**config.mk**
```make
export PLATFORM = sky130hd
export DESIGN_NAME = pdm_mux
export DESIGN_NICKNAME = d
export VERILOG_FILES = /design/src/core/pdm_pkg.sv /design/src/core/pdm_mux.sv /design/src/core/pdm_sync.sv
export SDC_FILE = /design/constraint.sdc
export NUM_CORES = 1
export LEC_CHECK = 0
export ABC_AREA = 0
export BUFFER_PORTS_ARGS = -buffer_cell sky130_fd_sc_hd__buf_2
export CORE_ASPECT_RATIO = 1.25
export CORE_MARGIN = 3
export CORE_UTILIZATION = 40
export DETAILED_ROUTE_END_ITERATION = 12
export PLACE_DENSITY = 0.67
export SYNTH_ARGS = -nofsm -noshare
export SYNTH_HDL_FRONTEND = slang
export SYNTH_SLANG_ARGS = --single-unit
```
**constraint.sdc**
```tcl
create_clock -name clk_sys_i -period 2.3 [get_ports clk_sys_i]
set_input_delay 0.115 -clock clk_sys_i [delete_from_list [all_inputs] [get_ports clk_sys_i]]
set_output_delay 0.115 -clock clk_sys_i [all_outputs]
set_load 0.02 [all_outputs]
```
**src/core/pdm_pkg.sv**
```systemverilog
// Purpose: Shared types and constants for the parallel data bus pin mux.
// Assumes: One 25 MHz system clock, synchronous active-low reset.
// Notes: Pin-side signals travel as packed structs.
package pdm_pkg;

   localparam int PDM_DATA_W = 16;
   localparam int PDM_SYNC_STAGES = 2;
   localparam logic PDM_HOLD_EN_RST = 1'b0;
   localparam logic [PDM_DATA_W-1:0] PDM_DATA_RST = 16'h0000;
   localparam logic PDM_MODE_RST = 1'b0;

   // Which internal path owns the pins.
   typedef enum logic {
      PDM_HOST_PORT,
      PDM_EXT_MEMORY
   } pdm_mode_t;

   // One internal requester's view of the pins.
   typedef struct packed {
      logic drive;
      logic [PDM_DATA_W-1:0] data;
   } pdm_req_t;

   // What the block presents at the three-signal pin port.
   typedef struct packed {
      logic [PDM_DATA_W-1:0] oe;
      logic [PDM_DATA_W-1:0] data;
      logic [PDM_DATA_W-1:0] keep_oe;
   } pdm_pins_t;

endpackage : pdm_pkg

```
**src/core/pdm_mux.sv**
```systemverilog
// What this block does
// - Mode pin high gives the data pins to the external memory path.
// - Mode pin low makes the pins a 16-bit host data bus to memory.
// - Undriven pins keep their last driven level while the holder is enabled.
// - Holder disabled at reset; only the control register holder bit changes it.
// - Output-disable pin low puts every data pin in high impedance.
//
// Purpose: Steers the 16-bit parallel data pins between memory and host paths.
// Assumes: Mode and disable pins are asynchronous; internal requests share clk_sys_i.
// Notes: Each pin is input, output value and output enable; the pad resolves it.
`timescale 1ns/1ps
module pdm_mux #(
   parameter int DATA_W = pdm_pkg::PDM_DATA_W
) (
   input wire logic clk_sys_i,
   input wire logic rst_b_i,
   input wire logic ce_i,
   input wire logic port_mode_select_i,
   input wire logic output_disable_b_i,
   input wire logic bus_holder_enable_wr_i,
   input wire logic bus_holder_enable_i,
   input wire pdm_pkg::pdm_req_t ext_memory_req_i,
   input wire pdm_pkg::pdm_req_t host_port_req_i,
   input wire logic [DATA_W-1:0] parallel_data_pins_i,
   output logic [DATA_W-1:0] parallel_data_pins_o,
   output logic [DATA_W-1:0] parallel_data_pins_oe_o,
   output logic [DATA_W-1:0] rd_data_o,
   output logic mode_o,
   output logic bus_holder_enable_o
);
   import pdm_pkg::*;

   logic mode_sync;
   logic off_b_sync;
   logic [DATA_W-1:0] pin_sync;
   pdm_mode_t mode;
   pdm_req_t sel_req;
   logic drive_w;
   logic hold_w;
   logic [DATA_W-1:0] last_reg;
   logic [DATA_W-1:0] last_next;
   logic holder_reg;
   logic [DATA_W-1:0] out_reg;
   logic [DATA_W-1:0] oe_reg;
   logic [DATA_W-1:0] rd_reg;
   logic mode_reg;

   // Mode and disable pins are asynchronous, so both pass two flops first.
   pdm_sync #(
      .WIDTH(2),
      .RST_VAL({PDM_MODE_RST, 1'b0})
   ) u_ctl_sync (
      .clk_sys_i(clk_sys_i),
      .rst_b_i(rst_b_i),
      .ce_i(ce_i),
      .async_i({port_mode_select_i, output_disable_b_i}),
      .sync_o({mode_sync, off_b_sync})
   );

   // Pin readback is also off-domain.
   pdm_sync #(
      .WIDTH(DATA_W),
      .RST_VAL(DATA_W'(PDM_DATA_RST))
   ) u_pin_sync (
      .clk_sys_i(clk_sys_i),
      .rst_b_i(rst_b_i),
      .ce_i(ce_i),
      .async_i(parallel_data_pins_i),
      .sync_o(pin_sync)
   );

   // The mode is only sampled; a clean switch relies on the host idling first.
   assign mode = mode_sync ? PDM_EXT_MEMORY : PDM_HOST_PORT;
   assign sel_req = (mode == PDM_EXT_MEMORY) ? ext_memory_req_i : host_port_req_i;
   // Disable overrides every other source of drive.
   assign drive_w = off_b_sync && sel_req.drive;
   assign hold_w = off_b_sync && !sel_req.drive && holder_reg;
   assign last_next = drive_w ? sel_req.data[DATA_W-1:0] : last_reg;

   // Holder bit: cleared by reset, changed only by the register write strobe.
   always_ff @(posedge clk_sys_i) begin
      if (!rst_b_i) begin
         holder_reg <= PDM_HOLD_EN_RST;
      end else if (ce_i && bus_holder_enable_wr_i) begin
         holder_reg <= bus_holder_enable_i;
      end
   end

   // Remember the last driven level so the keeper can replay it.
   always_ff @(posedge clk_sys_i) begin
      if (!rst_b_i) begin
         last_reg <= DATA_W'(PDM_DATA_RST);
      end else if (ce_i) begin
         last_reg <= last_next;
      end
   end

   // Registered pin drive; keeper drive is modelled as a weak-equivalent enable.
   always_ff @(posedge clk_sys_i) begin
      if (!rst_b_i) begin
         out_reg <= DATA_W'(PDM_DATA_RST);
         oe_reg <= '0;
      end else if (ce_i) begin
         out_reg <= last_next;
         oe_reg <= {DATA_W{drive_w || hold_w}};
      end
   end

   // Status and read path toward the internal requesters.
   always_ff @(posedge clk_sys_i) begin
      if (!rst_b_i) begin
         rd_reg <= DATA_W'(PDM_DATA_RST);
         mode_reg <= PDM_MODE_RST;
      end else if (ce_i) begin
         rd_reg <= pin_sync;
         mode_reg <= mode_sync;
      end
   end

   assign parallel_data_pins_o = out_reg;
   assign parallel_data_pins_oe_o = oe_reg;
   assign rd_data_o = rd_reg;
   assign mode_o = mode_reg;
   assign bus_holder_enable_o = holder_reg;
endmodule : pdm_mux

```
**src/core/pdm_sync.sv**
```systemverilog
// Purpose: Two-flop synchroniser for asynchronous pin levels.
// Assumes: The first stage is read by the second stage only.
// Notes: Width is a parameter so the data pins and control pins share one cell.
`timescale 1ns/1ps
module pdm_sync #(
   parameter int WIDTH = 1,
   parameter logic [WIDTH-1:0] RST_VAL = '0
) (
   input wire logic clk_sys_i,
   input wire logic rst_b_i,
   input wire logic ce_i,
   input wire logic [WIDTH-1:0] async_i,
   output logic [WIDTH-1:0] sync_o
);
   logic [WIDTH-1:0] meta_reg;
   logic [WIDTH-1:0] sync_reg;

   // Reset value is a parameter, so the reset branch loads constants only.
   always_ff @(posedge clk_sys_i) begin
      if (!rst_b_i) begin
         meta_reg <= RST_VAL;
         sync_reg <= RST_VAL;
      end else if (ce_i) begin
         meta_reg <= async_i;
         sync_reg <= meta_reg;
      end
   end

   assign sync_o = sync_reg;
endmodule : pdm_sync

```
== After elaboration in Yosys (flattened, before gate mapping) ==
Cells that the tools add are included.

* Multiplexer cells: 3
* Reductions and logical operators: 7

{| class="wikitable"
|+ Operator list
! operator !! count
|-
| two-way mux 17 bit || 1
|-
| two-way mux 16 bit || 1
|-
| logical AND 1 bit || 4
|-
| AND reduction 2 bit || 1
|-
| logical NOT 1 bit || 1
|-
| logical OR 1 bit || 1
|-
| two-way mux 1 bit || 1
|}

* Register bits after elaboration: 71
* Bits of input ports: 57
* Output and inout port bits: 50
* Word-level logic and storage cells: 19

== Longest topological paths before layout ==
Gate-level depths: netlist (run 1).

* Depth after elaboration: 6
* Depth in mapped cells: 7
* Depth with buffers taken out: 3

== Modules after synthesis ==
A second synthesis (run 1) with hierarchy kept.

* Cell total of the unflattened synthesis: 272
* Area total of the unflattened synthesis: 3,034.2 um^2

{| class="wikitable"
|+ Modules (own cells, without submodules)
! module !! times used !! cells each !! area each (um^2) !! sequential area each (um^2)
|-
| pdm_mux || 1 || 156 || 1,634.1 || 700.7
|-
| pdm_sync (u_pin_sync) || 1 || 103 || 1,243.7 || 640.6
|-
| pdm_sync (u_ctl_sync) || 1 || 13 || 156.4 || 80.1
|}

== Worst setup path after synthesis (run 1) ==
No wires, ideal clock.

* Path type: flip-flop to flip-flop
* From: reg u_ctl_sync.sync_reg[1] (netlist: u_ctl_sync.sync_o[1])
* To: reg out_reg[10] (netlist: parallel_data_pins_o[10])
* Library setup time: 0.116 ns
* Arrival: 1.378 ns
* Required time: 2.184 ns
* Slack: 0.805 ns
* Cell stages (with the launch flop): 7
* Path buffers: 3
* Period minus slack after synthesis: 1.495 ns
* Cell sequence: dfxtp_1 > buf_6 > mux2_4 > and2_4 > buf_6 > buf_6 > o211a_1

* Word-level cells in the longest chain between the ends: 4
* Elaborated cells between the ends (all ways): 5
* Those cells by class: mux: 3; reduce/logical: 2

{| class="wikitable"
|+ RTL lines
! item !! line !! RTL
|-
| from (decl) || pdm_sync.sv:16 || <nowiki>logic [WIDTH-1:0] sync_reg;</nowiki>
|-
| from (signal assigned) || pdm_sync.sv:25 || <nowiki>sync_reg <= meta_reg;</nowiki>
|-
| two-way mux 1 bit * || pdm_mux.sv:73 || <nowiki>assign mode = mode_sync ? PDM_EXT_MEMORY : PDM_HOST_PORT;</nowiki>
|-
| two-way mux 17 bit * || pdm_mux.sv:74 || <nowiki>assign sel_req = (mode == PDM_EXT_MEMORY) ? ext_memory_req_i : host_port_req_i;</nowiki>
|-
| logical AND 1 bit || pdm_mux.sv:76 || <nowiki>assign drive_w = off_b_sync && sel_req.drive;</nowiki>
|-
| AND reduction 2 bit (no line) || -- ||
|-
| to (signal assigned) || pdm_mux.sv:101 || <nowiki>out_reg <= DATA_W'(PDM_DATA_RST);</nowiki>
|-
| to (signal assigned) || pdm_mux.sv:104 || <nowiki>out_reg <= last_next;</nowiki>
|-
| to (decl) || pdm_mux.sv:43 || <nowiki>logic [DATA_W-1:0] out_reg;</nowiki>
|}

Mark *: on every way between the ends. The rest lies on a longest branch, timed or not. The select of a mux whose other input is x is not followed.
A chain may end at the register's enable or synchronous reset.

== Worst setup path after layout (run 1) ==
* From: reg u_ctl_sync.sync_reg[1] (netlist: u_ctl_sync.sync_o[1])
* To: reg out_reg[6] (netlist: parallel_data_pins_o[6])

Same word-level chain as after synthesis.

==> results of run 1 <==
[cell type report]
class,instances,area share
Clock inverter,7,0.01381
Tap cell,90,0.03108
Timing Repair Buffer,111,0.1609
Multi-Input combinational cell,165,0.3677
Sequential cell,71,0.3923
Clock buffer,9,0.03419
[through the flow]
stage	util	instance area, um2
detailed placement	0.4856	3450
finish	0.5100	3623
global placement	0.4856	3450
floorplan	-	2980
global route	0.5100	3623
CTS	0.5100	3623
[metal layers]
metal,vias up,part of all wire,global-route usage
li1,1083,-,-
met1,921,0.46,0.1580
met2,81,0.45,0.2222
met3,2,0.093,0.05915
met4,0,0.0054,0.04906
met5,-,0,0
[kinds of logic (layout without fill, tap and decap cells)]
logic type | after synthesis | in the layout | share of synthesized area
mux | 70 | 70 | 0.2368
flops | 71 | 71 | 0.4769
buf+inv | 37 | 127 | 0.07598
compound gates | 19 | 19 | 0.06045
simple gates | 76 | 76 | 0.1499
[placed cells by master, fill, tap and decap left out]
cell type and n:
nand2_1 3, dfxtp_1 71, buf_12 1, buf_2 105, nor2b_1 53, buf_4 5, a21oi_1 1, clkbuf_8 9
nand3_1 17, clkinv_4 4, clkinv_2 3, and2_4 1, o211a_1 16, a21boi_1 1, mux2_4 1, mux2i_1 69
and2_1 1, o21a_1 1, nor2_1 1
[worst min path at each step]
stage                              from                      end  slack, ns  cells past startpoint
2_1_floorplan       bus_holder_enable_i      bus_holder_enable_o       0.28                      2
3_3_place_gp    parallel_data_pins_i[5]   u_pin_sync.meta_reg[5]       0.38                      3
3_5_place_dp   parallel_data_pins_i[11]  u_pin_sync.meta_reg[11]       0.38                      3
4_1_cts         parallel_data_pins_i[5]   u_pin_sync.meta_reg[5]       0.02                      3
5_1_grt         parallel_data_pins_i[1]   u_pin_sync.meta_reg[1]       0.03                      3
6_report        parallel_data_pins_i[1]   u_pin_sync.meta_reg[1]       0.04                      3
[worst max-delay path, stage by stage, from the launching register on]
cell     delay (ns)
dfxtp_1        0.36
mux2_4         0.40
and2_4         0.25
o211a_1        0.22
[report_power, final]
part / internal [uW] / switching, uW
combinational: 130 / 131
clock: 393 / 465
sequential: 1270 / 21.7
total: 1790 / 618
==> flow_metrics.tcl, run 1 <==
set metrics [dict create \
    rsz0062_at_grt "false" \
    synth_flop_cell "dfxtp_1" \
    clock-root-buffer "clkbuf_8" \
    grt-ovfl-total 0 \
    via_count 2087 \
    grt_pass1_vias 2105 \
    multi_input_area_um2 1333 \
    synthDistinctLibCells 17 \
    status "complete, no violations" \
    holdBufCountCts 0 \
    endpoint_kind "flip-flop" \
    cellLeakagePower_uw 0.001878 \
    grt.total_usage 0.1351 \
    dp_hpwl_mm 3.897 \
    fp.dieArea_um2 8529 \
    nNetsFinal 415 \
    tritoncts "done" \
    post-synth-top-count-cell "dfxtp_1" \
    drt-initial-drc-count 50 \
    synthTopCellsByCount "71 x dfxtp_1, 69 x mux2i_1, 53 x nor2b_1" \
    async_reset_ff_frac 0 \
    crit_path_end "parallel_data_pins_o[6]" \
    synth.top_cell.area_share 0.4769 \
    ant_nets 0 \
    synth_edf_count 0 \
    core_um2 7104 \
    path_max_fanout 17 \
    slew_headroom 0.7595 \
    reg2reg_to "parallel_data_pins_o[6]" \
    cts_buffers 9 \
    required_ns 2.52 \
    h-tree-depth 3 \
    ff_latch_area_um2 1421 \
    drt_wl_total_mm 5.537 \
    dr.pass1.iters 4 \
    ys_ff_latch 71 \
    wire_per_inst_um 12.22 \
    maxSlewViolCount 0 \
    finalSetupViolCount 0 \
    synth_fp_nets 330 \
    hold_ws_ns 0.03946 \
    antenna_found_initial 0 \
    grt_pass1_wl_mm 9.390 \
    drc 0 \
    via_per_inst 4.607 \
    synth_area_um2 2980 \
    clock_sinks 71 \
    cts_buffer_depth 2 \
    ys.warnings.count 0 \
    fmax_mhz 750.9 \
    clk_pin_slew_worst_paths_ns 0.08 \
    synth_area_per_cell_um2 10.92 \
    maxCapViolCount 0 \
    crit_arrival_ns 1.55 \
    hold_viol 0 \
    reg2regPathDepth 3 \
    insertion_delay_ns 0.33 \
    worstMarginPinSlew_ns 0.3603 \
    die_x_um 83.21 \
    fill_cells 692 \
    num_antenna_cells 0 \
    period_minus_slack_ns 1.332 \
    hold_class "in -> reg" \
    synth_top_cell_by_area "dfxtp_1" \
    gp_congestion 0.6762 \
    io_buffer_count 106 \
    die_height_um 102.5 \
    clock_skew_ns 0.007509 \
    startpoint "u_ctl_sync.sync_o[1]" \
    startpoint_type "flip-flop" \
    cts_resized 0 \
    area_growth_pct 21.58 \
    cts_setup_buffers 0 \
    fin_tns_setup_ns 0 \
    timing.rr.start "u_ctl_sync.sync_o[1]" \
    drive_gt1_frac 0.3554 \
    reg2reg_slack_ns 0.97 \
    initial_utilization 0.4195 \
    setup_ws_ns 0.9682 \
    grt_max_degree 72 \
    synth_cells 273 \
    fp-row-count 34 \
    ios 107 \
    post-place-ws_ns 0.9795 \
    p_total_uw 2409 \
    ys_seq_area_frac 0.4769 \
    final_cells 453 \
    ir_worst_vdd_v 0.0003215 \
    cellPowerDensity_nw_per_um2 664.9 \
    yosys-top-cells-area "dfxtp_1 48%, mux2i_1 23%, nor2b_1 11%, o211a_1 5.4%, buf_4 3.8%" \
    criticalPathCategory "reg -> reg" \
    fin_crit_sh 0.5790 \
    post-place-cells 437 \
]
Power figures use the tool's default switching activity.
==> inputs of run 2 (changes only) <==
ABC_AREA = 1   (was 0)
PLACE_DENSITY = 0.69   (was 0.67)
clock period = 1.18 ns   (was 2.3 ns; I/O delays follow)
==> flow_metrics.tcl, run 2 <==
set metrics [dict create \
    antenna_found_initial 0 \
    final_cells 615 \
    drc 0 \
    period_minus_slack_ns 1.060 \
    post-place-cells 579 \
    die_height_um 101.8 \
    gp_congestion 0.6787 \
    grt-ovfl-total 0 \
    synthTopCellsByCount "134 x nor2_1, 75 x nand2_1, 71 x dfxtp_1" \
    startpoint "parallel_data_pins_oe_o[0]" \
    path_buf_inv 1 \
    wire_per_inst_um 10.94 \
    fin_tns_setup_ns 0 \
    grt_pass1_vias 2492 \
    dp_hpwl_mm 4.278 \
    criticalPathCategory "reg -> out" \
    synth_flop_cell "dfxtp_1" \
    ys_ff_latch 71 \
    via_per_inst 4.501 \
    hold_class "in -> reg" \
    slowest_stage "dfxtp_2" \
    async_reset_ff_frac 0 \
    endpoint_kind "output port" \
    reg2regPathDepth 7 \
    yosys-top-cells-area "dfxtp_1 48%, nor2_1 17%, nand2_1 9.6%, o21ai_0 7.5%, buf_4 4.1%" \
    ys_seq_area_frac 0.4844 \
    grt_max_degree 71 \
    required_ns 1.12 \
    dr.pass1.iters 4 \
    io_buffer_count 106 \
    ios 107 \
    fmax_mhz 943.3 \
    reg2reg_slack_ns 0.14 \
    ir_worst_vdd_v 0.001063 \
    initial_utilization 0.4155 \
    ff_latch_area_um2 1424 \
    path_delay_family "flip-flops" \
    crit_path_end "parallel_data_pins_oe_o[2]" \
    clock_skew_ns 0.005281 \
    post-place-ws_ns 0.07093 \
    synth_top_cell_by_area "dfxtp_1" \
    final_common_cell "nor2_1" \
    hold_viol 0 \
    fp-row-count 34 \
    cts_buffers 9 \
    core_um2 7062 \
    via_count 2768 \
    drt-initial-drc-count 118 \
    reg2reg_to "parallel_data_pins_o[5]" \
    rsz0062_at_grt "false" \
    finalSetupViolCount 0 \
    maxCapViolCount 0 \
    synth.top_cell.area_share 0.4844 \
    clock_sinks 71 \
    synth_area_um2 2934 \
    fp.dieArea_um2 8405 \
    clk_pin_slew_worst_paths_ns 0.08 \
    synth_edf_count 0 \
    num_antenna_cells 0 \
    drive_gt1_frac 0.2857 \
    fill_cells 683 \
    slew_headroom 0.8100 \
    startpoint_type "flip-flop" \
    fin_crit_sh 0.8984 \
    synth_cells 414 \
    timing.rr.start "u_ctl_sync.sync_o[1]" \
    ant_nets 0 \
    maxSlewViolCount 0 \
    cp_num_cells 1 \
    dpl_cell_area_um2 3440 \
    grt.total_usage 0.1656 \
    clock-root-buffer "clkbuf_8" \
    status "complete, no violations" \
    synthDistinctLibCells 18 \
    setup_ws_ns 0.1199 \
    synth_fp_nets 471 \
    grt_pass1_wl_mm 10.89 \
    critical_path.max_stage_delay_ns 0.45 \
    ys.warnings.count 0 \
    final_cell_mix "134 x nor2_1, 106 x buf_2, 75 x nand2_1, 69 x dfxtp_1, 44 x o21ai_0" \
    cellPowerDensity_nw_per_um2 1518 \
    drt_wl_total_mm 6.729 \
    tritoncts "done" \
    insertion_delay_ns 0.34 \
    path_max_fanout 17 \
    worstMarginPinSlew_ns 0.2851 \
    die_x_um 82.61 \
    crit_arrival_ns 1.00 \
    nNetsFinal 577 \
    cellLeakagePower_uw 0.002067 \
    fin_area_um2 3921 \
    cts_buffer_depth 2 \
    multi_input_area_um2 1172 \
    synth_area_per_cell_um2 7.087 \
    hold_ws_ns 0.01217 \
    crit_chain "buf_2" \
    area_growth_pct 33.65 \
    post-synth-top-count-cell "nor2_1" \
    h-tree-depth 3 \
]
run 2: routing by layer:
layer,global-route usage,wire length [um],vias to the layer above
met5,0,0,-
met4,0.07799,156,0
met3,0.05071,580,16
met2,0.2772,3052,95
met1,0.1903,2940,1196
li1,-,-,1461
run 2: area by class of cell:
| class | count | share of cell area |
|---|---|---|
| Sequential cell | 71 | 0.3631 |
| Multi-Input combinational cell | 282 | 0.2990 |
| Clock inverter | 5 | 0.03255 |
| Clock buffer | 11 | 0.03861 |
| Tap cell | 90 | 0.02872 |
| Timing Repair Buffer | 135 | 0.2163 |
| Inverter | 21 | 0.02170 |
run 2: what timing repair did:
action	4_1_cts	5_1_grt
endpoints found under the setup margin	16	8
buffers inserted	0	0
endpoints found under the hold margin	19	0
resized for setup	1	1
hold buffers	21	0
run 2: worst reg2reg max path, delay by kind of cell, from the launching register on:
family	cells	cell delay, ns
simple gates	5	0.35
flops	1	0.35
buf+inv	2	0.25
run 2: worst min path at each step:
| stage | to | cells past startpoint | from | slack, ns |
|---|---|---|---|---|
| after floorplan | u_ctl_sync.meta_reg[0] | 2 | output_disable_b_i | 0.19 |
| after global placement | u_pin_sync.meta_reg[4] | 3 | parallel_data_pins_i[4] | 0.28 |
| after detailed placement | u_pin_sync.meta_reg[7] | 3 | parallel_data_pins_i[7] | 0.29 |
| after CTS | parallel_data_pins_o[4] | 5 | host_port_req_i[4] | 0.03 |
| after global routing | bus_holder_enable_o | 3 | bus_holder_enable_wr_i | 0.04 |
| final | bus_holder_enable_o | 3 | bus_holder_enable_wr_i | 0.01 |
run 2: cell families after synthesis:
logic type      count (synthesis)  share of synthesized area
simple gates                  225                     0.3023
flops                          71                     0.4844
buf+inv                        61                     0.1160
compound gates                 57                    0.09723
run 2: where the power goes:
part	switching, uW	leakage, uW	internal, uW
logic	418	0.00135	309
registers	68.6	0.000586	2540
clock network	885	0.000136	1730
run 2: per-stage QoR:
stage,power [uW],utilization
floorplan,3105,-
global placement,3320,0.4871
detailed placement,3332,0.4871
CTS,6028,0.5565
global route,6255,0.5553
finish,5951,0.5553
==> inputs of run 3 (changes only) <==
ABC_AREA = not set   (was 1)
CTS_BUF_LIST = sky130_fd_sc_hd__clkbuf_4 sky130_fd_sc_hd__clkbuf_8 sky130_fd_sc_hd__clkbuf_16   (was not set)
==> flow_metrics.tcl, run 3 (same netlist as run 1, synthesis figures left out) <==
set metrics [dict create \
    wire_per_inst_um 12.36 \
    period_minus_slack_ns 1.198 \
    antenna_found_initial 0 \
    hold_viol 0 \
    fin_crit_sh 1.016 \
    die_x_um 83.21 \
    reg2reg_slack_ns -0.02 \
    rsz0062_at_grt "true" \
    grt_pass1_wl_mm 9.936 \
    required_ns 1.42 \
    crit_arrival_ns 1.44 \
    io_buffer_count 106 \
    ios 107 \
    clock_sinks 71 \
    status "finished, violations left" \
    drt-initial-drc-count 56 \
    endpoint_kind "flip-flop" \
    clock-root-buffer "clkbuf_8" \
    area_growth_pct 32.58 \
    clock_skew_ns 0.006888 \
    tritoncts "done" \
    num_antenna_cells 0 \
    cts_buffers 9 \
    ir_worst_vdd_v 0.0007012 \
    h-tree-depth 3 \
    maxCapViolCount 0 \
    final_cell_mix "106 x buf_2, 70 x dfxtp_1, 69 x mux2i_1, 53 x nor2b_1, 19 x dlygate4sd3_1" \
    cellLeakagePower_uw 0.002024 \
    ant_nets 0 \
    finalSetupViolCount 16 \
    drive_gt1_frac 0.3522 \
    clk_pin_slew_worst_paths_ns 0.07 \
    cellPowerDensity_nw_per_um2 1375 \
    reg2reg_to "parallel_data_pins_o[7]" \
    drc 0 \
    nNetsFinal 441 \
    path_max_fanout 8 \
    worstMarginPinSlew_ns 0.2795 \
    gp_congestion 0.6976 \
    hold_depth 3 \
    startpoint "u_ctl_sync.sync_o[1]" \
    post-place-cells 443 \
    grt_max_degree 72 \
    slew_headroom 0.8137 \
    timing.rr.start "u_ctl_sync.sync_o[1]" \
    initial_utilization 0.4195 \
    final_common_cell "buf_2" \
    drt_wl_total_mm 5.922 \
    dr.pass1.iters 5 \
    via_per_inst 4.580 \
    worstHoldEndpoint "bus_holder_enable_o" \
    die_height_um 102.5 \
    via_count 2194 \
    grt-ovfl-total 0 \
    dpl_cell_area_um2 3493 \
    fin_area_um2 3951 \
    fp-row-count 34 \
    final_cells 479 \
    fmax_mhz 834.4 \
    core_um2 7104 \
    min_from "bus_holder_enable_i" \
    violations "setup timing" \
    startpoint_type "flip-flop" \
    insertion_delay_ns 0.34 \
    maxSlewViolCount 0 \
    setup_ws_ns -0.01848 \
    hold_class "in -> reg" \
    reg2regPathDepth 3 \
    grt_pass1_vias 2191 \
    post-place-ws_ns -0.02722 \
    cts_setup_buffers 0 \
    dp_hpwl_mm 4.016 \
    criticalPathCategory "reg -> reg" \
    grt.total_usage 0.1441 \
    cts_buffer_depth 2 \
    fp.dieArea_um2 8529 \
]
[run 3: cell types whose count changed in the layout (fill, tap and decap cells not counted), moves of 9 or more]
cell and change:
nand2_1 -72, mux2i_1 +69, nand3_1 +15, nor2b_1 +53, o211a_1 +16, o21ai_0 -44, o21ai_1 -9, nand2_2 -13
nor2_1 -133, inv_1 -18
[run 3: metrics by stage]
| stage | power, uW | hold slack, ns | setup TNS [ns] | util |
|---|---|---|---|---|
| global placement | 3096 | 0.3162 | 0 | 0.4917 |
| floorplan | 2942 | 0.2201 | -4.330 | - |
| detailed placement | 3106 | 0.3272 | -0.3261 | 0.4917 |
| global route | 5656 | 0.01783 | -0.6799 | 0.5562 |
| finish | 5433 | 0.01638 | -0.1322 | 0.5562 |
| CTS | 5497 | 0.005189 | -0.02923 | 0.5542 |
[run 3: cell type report]
type                            count  area, um2
Fill cell                         628       3153
Sequential cell                    71       1425
Multi-Input combinational cell    166       1341
Timing Repair Buffer              136      827.0
Clock buffer                       10      137.6
Tap cell                           90      112.6
Clock inverter                      6      107.6
[run 3: how the worst max path moves through the flow]
stage | to | slack [ns] | cells after the start
2_1_floorplan | parallel_data_pins_o[10] | -0.31 | 6
3_3_place_gp | parallel_data_pins_o[0] | 0.01 | 3
3_5_place_dp | parallel_data_pins_o[6] | -0.03 | 3
4_1_cts | parallel_data_pins_o[6] | -0.006 | 3
5_1_grt | parallel_data_pins_o[7] | -0.05 | 3
6_report | parallel_data_pins_o[7] | -0.02 | 3
[run 3: timing repair]
action	CTS	global route
resized for setup	1	4
endpoints found under the setup margin	17	33
hold buffers	19	0
endpoints found under the hold margin	19	0
pin swaps	0	3
gates cloned	1	0
[run 3: layer usage]
layer,up-vias,routed length [um],global-route usage
met1,969,2619,0.1732
met5,-,0,0
met4,0,146,0.08679
met3,9,428,0.03917
met2,77,2727,0.2327
li1,1139,-,-
[run 3: power by group]
part           internal, uW  total, uW  leakage [uW]  switching [uW]
combinational           310        584       0.00132             274
sequential             2470       2510      0.000579            39.9
clock                  1450       2340      0.000122             883
total                  4240       5430       0.00202            1200
[run 3: worst max-delay path, cell delays in order (launching register included)]
cell     delay, ns
dfxtp_4       0.37
mux2_4        0.32
and2_4        0.20
o211a_1       0.22
